<file path="src/bbf_consts.svh">
`ifndef BBF_CONSTS_SVH
`define BBF_CONSTS_SVH

// Register byte offsets on the AXI4-Lite slave.
`define BBF_OFF_CMD    8'h00
`define BBF_OFF_FLAGS  8'h04
`define BBF_OFF_PC     8'h08
`define BBF_OFF_OPND   8'h0c
`define BBF_OFF_IO     8'h10
`define BBF_OFF_STAT   8'h14

// Command word fields.
`define BBF_CMD_OP_LO   0
`define BBF_CMD_BIT_LO  8
`define BBF_CMD_OFS_LO  16

// Status flag positions.
`define BBF_FLAG_C  0
`define BBF_FLAG_Z  1
`define BBF_FLAG_N  2
`define BBF_FLAG_V  3
`define BBF_FLAG_S  4
`define BBF_FLAG_H  5
`define BBF_FLAG_T  6
`define BBF_FLAG_I  7

// Status word bit positions.
`define BBF_STAT_BUSY   0
`define BBF_STAT_TAKEN  1

// Reset values.
`define BBF_RST_FLAGS  8'h00
`define BBF_RST_PC     16'h0000
`define BBF_RST_BYTE   8'h00
`define BBF_RST_CMD    32'h0000_0000

// Cycle counts of the operations.
`define BBF_CYC_SHORT  1
`define BBF_CYC_LONG   2

// AXI responses.
`define BBF_RESP_OKAY    2'h0
`define BBF_RESP_SLVERR  2'h2

`endif

</file>
<file path="src/bbf_pkg.sv">
`default_nettype none

package bbf_pkg;

	// Operation codes; values below 6'h10 are the conditional branches.
	typedef enum logic [5:0] {
		branch_carry_clear      = 6'h00,
		branch_same_or_higher   = 6'h01,
		branch_lower            = 6'h02,
		branch_minus            = 6'h03,
		branch_plus             = 6'h04,
		branch_signed_ge        = 6'h05,
		branch_signed_lt        = 6'h06,
		branch_half_carry_set   = 6'h07,
		branch_half_carry_clear = 6'h08,
		branch_transfer_set     = 6'h09,
		branch_transfer_clear   = 6'h0a,
		branch_overflow_set     = 6'h0b,
		branch_overflow_clear   = 6'h0c,
		branch_irq_enabled      = 6'h0d,
		branch_irq_disabled     = 6'h0e,
		io_bit_set              = 6'h10,
		io_bit_clear            = 6'h11,
		shift_left_logical      = 6'h12,
		shift_right_logical     = 6'h13,
		rotate_left_carry       = 6'h14,
		rotate_right_carry      = 6'h15,
		shift_right_arith       = 6'h16,
		nibble_swap             = 6'h17,
		flag_set_indexed        = 6'h18,
		flag_clear_indexed      = 6'h19,
		bit_to_transfer_flag    = 6'h1a,
		transfer_flag_to_bit    = 6'h1b,
		global_irq_on           = 6'h1c,
		global_irq_off          = 6'h1d,
		signed_flag_on          = 6'h1e,
		signed_flag_off         = 6'h1f,
		overflow_flag_on        = 6'h20,
		overflow_flag_off       = 6'h21,
		half_carry_on           = 6'h22,
		half_carry_off          = 6'h23
	} bbf_op_t;

	// Sequencer states, Gray coded along idle, execute, finish.
	typedef enum logic [1:0] {
		st_idle   = 2'h0,
		st_exec   = 2'h1,
		st_finish = 2'h3
	} bbf_state_t;

endpackage

`default_nettype wire

</file>
<file path="src/bbf_unit.sv">
// Decided for this implementation: the placing of the registers and register access over AXI4-Lite.
`timescale 1ns/1ps
`default_nettype none
`include "bbf_consts.svh"

module bbf_unit (
	input  wire logic        aclk,
	input  wire logic        aresetn,
	input  wire logic        ce,
	input  wire logic [7:0]  s_axi_awaddr,
	input  wire logic        s_axi_awvalid,
	output logic             s_axi_awready,
	input  wire logic [31:0] s_axi_wdata,
	input  wire logic [3:0]  s_axi_wstrb,
	input  wire logic        s_axi_wvalid,
	output logic             s_axi_wready,
	output logic [1:0]       s_axi_bresp,
	output logic             s_axi_bvalid,
	input  wire logic        s_axi_bready,
	input  wire logic [7:0]  s_axi_araddr,
	input  wire logic        s_axi_arvalid,
	output logic             s_axi_arready,
	output logic [31:0]      s_axi_rdata,
	output logic [1:0]       s_axi_rresp,
	output logic             s_axi_rvalid,
	input  wire logic        s_axi_rready,
	output logic             busy
);

	////////////////////////////////////////////////////////////////////////////
	// Decoding helpers.

	// True when a word address selects the given register.
	function automatic logic hit(input logic [7:0] addr, input logic [7:0] off);
		hit = (addr[7:2] == off[7:2]);
	endfunction

	// True for any mapped register.
	function automatic logic mapped(input logic [7:0] addr);
		mapped = hit(addr, `BBF_OFF_CMD) | hit(addr, `BBF_OFF_FLAGS) | hit(addr, `BBF_OFF_PC) |
			hit(addr, `BBF_OFF_OPND) | hit(addr, `BBF_OFF_IO) | hit(addr, `BBF_OFF_STAT);
	endfunction

	// Merges written bytes into an old word under the byte strobes.
	function automatic logic [31:0] merge(input logic [31:0] old, input logic [31:0] nw, input logic [3:0] strb);
		merge = old;
		for (int b = 0; b < 4; b++) begin
			if (strb[b]) begin
				merge[b*8 +: 8] = nw[b*8 +: 8];
			end
		end
	endfunction

	// True for the conditional branch codes.
	function automatic logic is_branch(input bbf_pkg::bbf_op_t op);
		is_branch = (op[5:4] == 2'h0);
	endfunction

	// Branch condition against the status flags.
	function automatic logic br_cond(input bbf_pkg::bbf_op_t op, input logic [7:0] f);
		case (op)
			bbf_pkg::branch_carry_clear, bbf_pkg::branch_same_or_higher: br_cond = ~f[`BBF_FLAG_C];
			bbf_pkg::branch_lower:            br_cond = f[`BBF_FLAG_C];
			bbf_pkg::branch_minus:            br_cond = f[`BBF_FLAG_N];
			bbf_pkg::branch_plus:             br_cond = ~f[`BBF_FLAG_N];
			bbf_pkg::branch_signed_ge:        br_cond = ~(f[`BBF_FLAG_N] ^ f[`BBF_FLAG_V]);
			bbf_pkg::branch_signed_lt:        br_cond = f[`BBF_FLAG_N] ^ f[`BBF_FLAG_V];
			bbf_pkg::branch_half_carry_set:   br_cond = f[`BBF_FLAG_H];
			bbf_pkg::branch_half_carry_clear: br_cond = ~f[`BBF_FLAG_H];
			bbf_pkg::branch_transfer_set:     br_cond = f[`BBF_FLAG_T];
			bbf_pkg::branch_transfer_clear:   br_cond = ~f[`BBF_FLAG_T];
			bbf_pkg::branch_overflow_set:     br_cond = f[`BBF_FLAG_V];
			bbf_pkg::branch_overflow_clear:   br_cond = ~f[`BBF_FLAG_V];
			bbf_pkg::branch_irq_enabled:      br_cond = f[`BBF_FLAG_I];
			bbf_pkg::branch_irq_disabled:     br_cond = ~f[`BBF_FLAG_I];
			default:                          br_cond = 1'b0;
		endcase
	endfunction

	////////////////////////////////////////////////////////////////////////////
	// State.

	bbf_pkg::bbf_state_t state_r;
	bbf_pkg::bbf_state_t state_nxt;
	logic [31:0]         cmd_r;
	logic [7:0]          flags_r;
	logic [7:0]          flags_nxt;
	logic [15:0]         pc_r;
	logic [15:0]         pc_nxt;
	logic [7:0]          opnd_r;
	logic [7:0]          opnd_nxt;
	logic [7:0]          io_r;
	logic [7:0]          io_nxt;
	logic                taken_r;
	logic                aw_have_r;
	logic                w_have_r;
	logic [7:0]          awaddr_r;
	logic [31:0]         wdata_r;
	logic [3:0]          wstrb_r;
	logic                wr_fire;
	logic                sw_wr;
	bbf_pkg::bbf_op_t    op;
	logic [2:0]          bsel;
	logic [7:0]          ofs;
	logic [7:0]          mask;
	logic [15:0]         target;

	assign op     = bbf_pkg::bbf_op_t'(cmd_r[`BBF_CMD_OP_LO +: 6]);
	assign bsel   = cmd_r[`BBF_CMD_BIT_LO +: 3];
	assign ofs    = cmd_r[`BBF_CMD_OFS_LO +: 8];
	assign target = pc_r + {{8{ofs[7]}}, ofs} + 16'h0001;

	// One-hot mask of the selected bit.
	for (genvar i = 0; i < 8; i++) begin : g_mask
		assign mask[i] = (bsel == 3'(i));
	end

	// A write completes once address and data are both held and no response waits.
	assign wr_fire = aw_have_r & w_have_r & ~s_axi_bvalid;
	// Data registers take software writes only while idle, so execution never races the bus.
	assign sw_wr   = wr_fire & (state_r == bbf_pkg::st_idle);

	////////////////////////////////////////////////////////////////////////////
	// AXI write channels.

	// Address and data are taken in either order and held until the write fires.
	always_ff @(posedge aclk) begin
		if (!aresetn) begin
			aw_have_r     <= 1'b0;
			w_have_r      <= 1'b0;
			s_axi_awready <= 1'b1;
			s_axi_wready  <= 1'b1;
			awaddr_r      <= 8'h00;
			wdata_r       <= 32'h0000_0000;
			wstrb_r       <= 4'h0;
		end else if (ce) begin
			if (wr_fire) begin
				aw_have_r     <= 1'b0;
				w_have_r      <= 1'b0;
				s_axi_awready <= 1'b1;
				s_axi_wready  <= 1'b1;
			end else begin
				if (s_axi_awvalid && s_axi_awready) begin
					aw_have_r     <= 1'b1;
					awaddr_r      <= s_axi_awaddr;
					s_axi_awready <= 1'b0;
				end
				if (s_axi_wvalid && s_axi_wready) begin
					w_have_r     <= 1'b1;
					wdata_r      <= s_axi_wdata;
					wstrb_r      <= s_axi_wstrb;
					s_axi_wready <= 1'b0;
				end
			end
		end
	end

	// Write response; unmapped addresses answer SLVERR.
	always_ff @(posedge aclk) begin
		if (!aresetn) begin
			s_axi_bvalid <= 1'b0;
			s_axi_bresp  <= `BBF_RESP_OKAY;
		end else if (ce) begin
			if (wr_fire) begin
				s_axi_bvalid <= 1'b1;
				s_axi_bresp  <= mapped(awaddr_r) ? `BBF_RESP_OKAY : `BBF_RESP_SLVERR;
			end else if (s_axi_bready) begin
				s_axi_bvalid <= 1'b0;
			end
		end
	end

	////////////////////////////////////////////////////////////////////////////
	// AXI read channels.

	// One read at a time; the address is refused while the data waits.
	always_ff @(posedge aclk) begin
		if (!aresetn) begin
			s_axi_arready <= 1'b1;
			s_axi_rvalid  <= 1'b0;
			s_axi_rdata   <= 32'h0000_0000;
			s_axi_rresp   <= `BBF_RESP_OKAY;
		end else if (ce) begin
			if (s_axi_arvalid && s_axi_arready) begin
				s_axi_arready <= 1'b0;
				s_axi_rvalid  <= 1'b1;
				s_axi_rresp   <= mapped(s_axi_araddr) ? `BBF_RESP_OKAY : `BBF_RESP_SLVERR;
				if (hit(s_axi_araddr, `BBF_OFF_CMD)) s_axi_rdata <= cmd_r;
				else if (hit(s_axi_araddr, `BBF_OFF_FLAGS)) s_axi_rdata <= {24'h00_0000, flags_r};
				else if (hit(s_axi_araddr, `BBF_OFF_PC)) s_axi_rdata <= {16'h0000, pc_r};
				else if (hit(s_axi_araddr, `BBF_OFF_OPND)) s_axi_rdata <= {24'h00_0000, opnd_r};
				else if (hit(s_axi_araddr, `BBF_OFF_IO)) s_axi_rdata <= {24'h00_0000, io_r};
				else if (hit(s_axi_araddr, `BBF_OFF_STAT)) s_axi_rdata <= {30'h0000_0000, taken_r, busy};
				else s_axi_rdata <= 32'h0000_0000;
			end else if (s_axi_rvalid && s_axi_rready) begin
				s_axi_rvalid  <= 1'b0;
				s_axi_arready <= 1'b1;
			end
		end
	end

	////////////////////////////////////////////////////////////////////////////
	// Sequencer.

	// A taken branch and the IO bit operations need a second cycle; all else ends in one.
	always_comb begin
		state_nxt = state_r;
		case (state_r)
			bbf_pkg::st_idle: begin
				if (sw_wr && hit(awaddr_r, `BBF_OFF_CMD)) state_nxt = bbf_pkg::st_exec;
			end
			bbf_pkg::st_exec: begin
				if ((is_branch(op) && br_cond(op, flags_r)) || op == bbf_pkg::io_bit_set ||
					op == bbf_pkg::io_bit_clear) begin
					state_nxt = bbf_pkg::st_finish;
				end else begin
					state_nxt = bbf_pkg::st_idle;
				end
			end
			bbf_pkg::st_finish: state_nxt = bbf_pkg::st_idle;
			default:            state_nxt = bbf_pkg::st_idle;
		endcase
	end

	always_ff @(posedge aclk) begin
		if (!aresetn) begin
			state_r <= bbf_pkg::st_idle;
			busy    <= 1'b0;
			taken_r <= 1'b0;
			cmd_r   <= `BBF_RST_CMD;
		end else if (ce) begin
			state_r <= state_nxt;
			busy    <= (state_nxt != bbf_pkg::st_idle);
			if (sw_wr && hit(awaddr_r, `BBF_OFF_CMD)) begin
				cmd_r   <= merge(cmd_r, wdata_r, wstrb_r);
				taken_r <= 1'b0;
			end else if (state_r == bbf_pkg::st_exec && is_branch(op)) begin
				taken_r <= br_cond(op, flags_r);
			end
		end
	end

	////////////////////////////////////////////////////////////////////////////
	// Datapath: results of the current operation.

	always_comb begin
		flags_nxt = flags_r;
		opnd_nxt  = opnd_r;
		io_nxt    = io_r;
		pc_nxt    = pc_r;
		if (state_r == bbf_pkg::st_exec) begin
			case (op)
				bbf_pkg::shift_left_logical: opnd_nxt = {opnd_r[6:0], 1'b0};
				bbf_pkg::rotate_left_carry:  opnd_nxt = {opnd_r[6:0], flags_r[`BBF_FLAG_C]};
				bbf_pkg::shift_right_logical: opnd_nxt = {1'b0, opnd_r[7:1]};
				bbf_pkg::rotate_right_carry: opnd_nxt = {flags_r[`BBF_FLAG_C], opnd_r[7:1]};
				bbf_pkg::shift_right_arith:  opnd_nxt = {opnd_r[7], opnd_r[7:1]};
				bbf_pkg::nibble_swap:        opnd_nxt = {opnd_r[3:0], opnd_r[7:4]};
				bbf_pkg::flag_set_indexed:   flags_nxt[bsel] = 1'b1;
				bbf_pkg::flag_clear_indexed: flags_nxt[bsel] = 1'b0;
				bbf_pkg::bit_to_transfer_flag: flags_nxt[`BBF_FLAG_T] = |(opnd_r & mask);
				bbf_pkg::transfer_flag_to_bit:
					opnd_nxt = flags_r[`BBF_FLAG_T] ? (opnd_r | mask) : (opnd_r & ~mask);
				bbf_pkg::global_irq_on:      flags_nxt[`BBF_FLAG_I] = 1'b1;
				bbf_pkg::global_irq_off:     flags_nxt[`BBF_FLAG_I] = 1'b0;
				bbf_pkg::signed_flag_on:     flags_nxt[`BBF_FLAG_S] = 1'b1;
				bbf_pkg::signed_flag_off:    flags_nxt[`BBF_FLAG_S] = 1'b0;
				bbf_pkg::overflow_flag_on:   flags_nxt[`BBF_FLAG_V] = 1'b1;
				bbf_pkg::overflow_flag_off:  flags_nxt[`BBF_FLAG_V] = 1'b0;
				bbf_pkg::half_carry_on:      flags_nxt[`BBF_FLAG_H] = 1'b1;
				bbf_pkg::half_carry_off:     flags_nxt[`BBF_FLAG_H] = 1'b0;
				default: begin
					// An untaken branch just steps past itself; taken ones reload in finish.
					if (is_branch(op) && !br_cond(op, flags_r)) pc_nxt = pc_r + 16'h0001;
				end
			endcase
			// Shifts share one flag update: carry is the bit shifted out, V is N xor C.
			if (op >= bbf_pkg::shift_left_logical && op <= bbf_pkg::shift_right_arith) begin
				flags_nxt[`BBF_FLAG_C] = (op == bbf_pkg::shift_left_logical ||
					op == bbf_pkg::rotate_left_carry) ? opnd_r[7] : opnd_r[0];
				flags_nxt[`BBF_FLAG_Z] = (opnd_nxt == 8'h00);
				flags_nxt[`BBF_FLAG_N] = opnd_nxt[7];
				flags_nxt[`BBF_FLAG_V] = opnd_nxt[7] ^ flags_nxt[`BBF_FLAG_C];
			end
		end else if (state_r == bbf_pkg::st_finish) begin
			if (is_branch(op)) pc_nxt = target;
			if (op == bbf_pkg::io_bit_set) io_nxt = io_r | mask;
			if (op == bbf_pkg::io_bit_clear) io_nxt = io_r & ~mask;
		end
	end

	// Each architectural register takes either its result or an idle software write.
	always_ff @(posedge aclk) begin
		if (!aresetn) begin
			flags_r <= `BBF_RST_FLAGS;
			pc_r    <= `BBF_RST_PC;
			opnd_r  <= `BBF_RST_BYTE;
			io_r    <= `BBF_RST_BYTE;
		end else if (ce) begin
			flags_r <= (sw_wr && hit(awaddr_r, `BBF_OFF_FLAGS)) ?
				8'(merge({24'h00_0000, flags_r}, wdata_r, wstrb_r)) : flags_nxt;
			pc_r    <= (sw_wr && hit(awaddr_r, `BBF_OFF_PC)) ?
				16'(merge({16'h0000, pc_r}, wdata_r, wstrb_r)) : pc_nxt;
			opnd_r  <= (sw_wr && hit(awaddr_r, `BBF_OFF_OPND)) ?
				8'(merge({24'h00_0000, opnd_r}, wdata_r, wstrb_r)) : opnd_nxt;
			io_r    <= (sw_wr && hit(awaddr_r, `BBF_OFF_IO)) ?
				8'(merge({24'h00_0000, io_r}, wdata_r, wstrb_r)) : io_nxt;
		end
	end
endmodule

`default_nettype wire

</file>
<file path="config.mk">
export PLATFORM = sky130hd
export DESIGN_NAME = bbf_unit
export DESIGN_NICKNAME = d
export VERILOG_FILES = /design/src/bbf_pkg.sv /design/src/bbf_unit.sv
export VERILOG_INCLUDE_DIRS = /design/src
export SDC_FILE = /design/constraint.sdc
export NUM_CORES = 1
export LEC_CHECK = 0
export ABC_AREA = 1
export BUFFER_PORTS_ARGS = -buffer_cell sky130_fd_sc_hd__buf_2
export CAP_MARGIN = 20
export CELL_PAD_IN_SITES_DETAIL_PLACEMENT = 0
export CELL_PAD_IN_SITES_GLOBAL_PLACEMENT = 1
export CORE_ASPECT_RATIO = 0.5
export CORE_MARGIN = 3
export CORE_UTILIZATION = 41
export DETAILED_ROUTE_END_ITERATION = 8
export GPL_TIMING_DRIVEN = 0
export PLACE_DENSITY = 0.78
export REMOVE_ABC_BUFFERS = 1
export SLEW_MARGIN = 20
export SYNTH_ARGS = -nofsm -noshare
export SYNTH_HDL_FRONTEND = slang
export SYNTH_SLANG_ARGS = --single-unit
</file>
<file path="constraint.sdc">
create_clock -name aclk -period 2.5 [get_ports aclk]
set_input_delay 0.5 -clock aclk [delete_from_list [all_inputs] [get_ports aclk]]
set_output_delay 0.5 -clock aclk [all_outputs]
set_load 0.01 [all_outputs]
</file>
==> reports/metrics.cfg <==
[synth]
async_reset_ff_share_pct=0
yosys_warnings=0
synth_area_um2=9380
ys.flop_type=dfxtp_1
syn_inst=1521
synth.distinct_cells=42
ys_seq_elements=159
synth.avg_cell_area_um2=6.17
yosysSeqAreaShare_pct=33.9
synth-edff-count=0

[clock_network]
cts_tree=yes
clk_path_buf_depth=2
worstSkewPairLatency_ns=0.44
clkSlewWorstSetupHoldPaths_ns=0.07
ctsRootBufferMaster=clkbuf_16
cts_buffers=17
clkSinkCount=159
cts_max_level=4
hold_buffers=0

[routing]
routedWlPerCell_um=17.5
routed_wl_mm=33.2
final_antenna_net_count=0
drc=0
drtPass1Iterations=5
viasPerCell=5.36
first_iter_violations=770
dr_total_vias=10200

[setup_path]
path_class=in2reg
crit_required_ns=2.82
endpoint_kind=flop
path_cells=buf_2, nand3_1, nor2_4, inv_2, buf_12, o21ai_0, a21oi_1
start_kind=input port
cpMaxStageDelayCell=nor2_4
crit_path_max_incr_delay_ns=0.60
cp.arrival_ns=2.70
cp_max_fo=30

[floorplan]
start_util_pct=42.5
die_area_um2=24800
die-width_um=220
ios=102
row_count=38
die_h_um=113
core_um2=22100

[pwr]
p_total_w=0.00588
ir_worst_vdd_uv=462
power.net_switching_w=0.00153
power.density_nw_per_um2=544
power_frac_comb_pct=6.9
p_clk_share_pct=47.4
switching_share_pct=26.1
power_leakage_nw=4.86
p_int_w=0.00435
p_seq_share_pct=45.7

[finish]
final-instance-count-excl-fill=1903
syn2layout_area_growth_pct=15.3
finish.net_count=1668
num_antenna_cells=0
drive_gt1_share_pct=11.9
seq_area_um2=3190
layout.cells.most_common=nand2_1
fillCellCount=2341
multi_input_area_um2=5330
layout_common_cells=nand2_1, nor2_1, o21ai_0

[placed_design]
gp_congestion=0.938
placedCellCount=1865
numPortBuffers=95
dp_hpwl_mm=24.4

[sta]
worst-slew-pin-transition_ns=0.874
fin_worst_skew_ns=0.00893
rsz0062_at_grt=yes
min_period_ns=2.38
finalCritPeriodShare_pct=95.3
finalHoldViolations=0
max_freq_mhz=420
finalSetupViolCount=0
slew_headroom_pct=41.6
slew_violations=0

[job]
cap_violations=0

[global_route]
grt_max_degree=68
grt-ovfl-total=0
grt_pass1_wl_mm=52.6
grt_pass1_vias=9536
antenna_found_initial=0
grt_usage_pct=27.1

[hold_path]
hold_class=in2reg

[outcome]
status=complete, no violations

-- through the flow --
| stage | cell area, um2 | utilization (%) | setup TNS, ns | setup slack (ns) | hold slack [ns] |
|---|---|---|---|---|---|
| 6_report | 10800 | 49.0 | 0 | 0.118 | 0.279 |
| 3_5_place_dp | 10100 | 45.6 | -28.23 | -0.610 | 0.437 |
| 3_3_place_gp | 10000 | 45.3 | -151.08 | -2.49 | 0.434 |
| 4_1_cts | 10700 | 48.4 | 0 | 0.00311 | 0.262 |
| 2_1_floorplan | 9150 | - | 0 | 0.101 | 0.423 |
| 5_1_grt | 10800 | 49.0 | -0.293 | -0.0523 | 0.286 |
-- power by group through the flow --
stage / Sequential [W] / Clock (W) / Combinational [W]
2_1_floorplan: 0.00273 / 0 / 0.000190
3_3_place_gp: 0.00274 / 0 / 0.000384
3_5_place_dp: 0.00274 / 0 / 0.000397
4_1_cts: 0.00268 / 0.00282 / 0.000401
5_1_grt: 0.00269 / 0.00294 / 0.000452
6_report: 0.00269 / 0.00279 / 0.000403
-- flip-flops by register name, summed over array words and instances (netlist names), 2 cells and up, named ones only --
name,flops
awaddr_r,6
cmd_r,32
flags_r,5
opnd_r,8
pc_r,16
s_axi_rdata,32
state_r,2
wdata_r,32
wstrb_r,4
-- final cells by class --
| cell class | count | area share (%) |
|---|---|---|
| clock inverters | 13 | 1.66 |
| flip-flops and latches | 159 | 29.5 |
| multi-input cells | 1120 | 49.3 |
| well taps | 300 | 3.47 |
| repair inverters | 1 | 0.0463 |
| repair buffers | 103 | 5.32 |
| clock buffers | 18 | 3.97 |
| inverters | 189 | 6.71 |
-- worst paths after layout --
check,slack [ns],depth (start not counted),end,from
setup / recovery,0.12,7,wdata_r[1],ce
hold / removal,0.28,3,wdata_r[15],s_axi_wdata[15]
setup reg to reg,0.13,8,cmd_r[1],awaddr_r[7]
hold reg to reg,0.44,2,cmd_r[28],cmd_r[28]
-- cell families (layout without fill, tap and decap cells) --
| logic type | count (synthesis) | count (layout) | synth area share, % |
|---|---|---|---|
| AND/OR/NAND/NOR | 704 | 704 | 30.9 |
| buffers and inverters | 243 | 324 | 10.0 |
| other | 1 | 2 | 0.0400 |
| flip-flops | 159 | 159 | 33.9 |
| adder cells (fa/ha/maj) | 17 | 17 | 2.35 |
| AO/OA/AOI/OAI | 389 | 389 | 22.0 |
| XOR/XNOR | 8 | 8 | 0.747 |
-- worst max-delay path, delay by kind of cell --
family | cells | cell delay (ns)
simple gates | 2 | 0.87
compound gates | 2 | 0.25
buf+inv | 3 | 1.03
-- cells in the mapped netlist (3+ instances only) --
| cell | n | area, um2 |
|---|---|---|
| nor2_1 | 210 | 788 |
| nand3_1 | 96 | 480 |
| a21oi_1 | 155 | 776 |
| a22oi_1 | 4 | 30.0 |
| nand2_1 | 352 | 1320 |
| o22ai_1 | 9 | 56.3 |
| clkinv_1 | 5 | 18.8 |
| o21ai_0 | 190 | 951 |
| clkbuf_1 | 42 | 158 |
| ha_1 | 16 | 200 |
| o211ai_1 | 5 | 37.5 |
| nor3_1 | 11 | 55.1 |
| inv_2 | 9 | 33.8 |
| nor2_4 | 5 | 56.3 |
| o221ai_1 | 10 | 87.6 |
| buf_1 | 5 | 18.8 |
| dfxtp_1 | 159 | 3180 |
| nand2_2 | 8 | 50.1 |
| inv_1 | 175 | 657 |
| buf_2 | 3 | 15.0 |
| xor2_1 | 7 | 61.3 |
| a211oi_1 | 3 | 22.5 |
| nand4_1 | 13 | 81.3 |
-- timing repair --
action	4_1_cts	5_1_grt
gates resized for setup	10	20
setup endpoints to repair	26	45
gates cloned	0	1
buffers inserted	0	6
pin swaps	0	4
-- routing by layer --
metal	share of wire (%)	track usage, %
met2	43	42.1
met5	0	0
met3	6.1	5.29
met4	2.8	9.55
met1	48	37.5
Note: power is estimated with default switching activity, not from simulation.
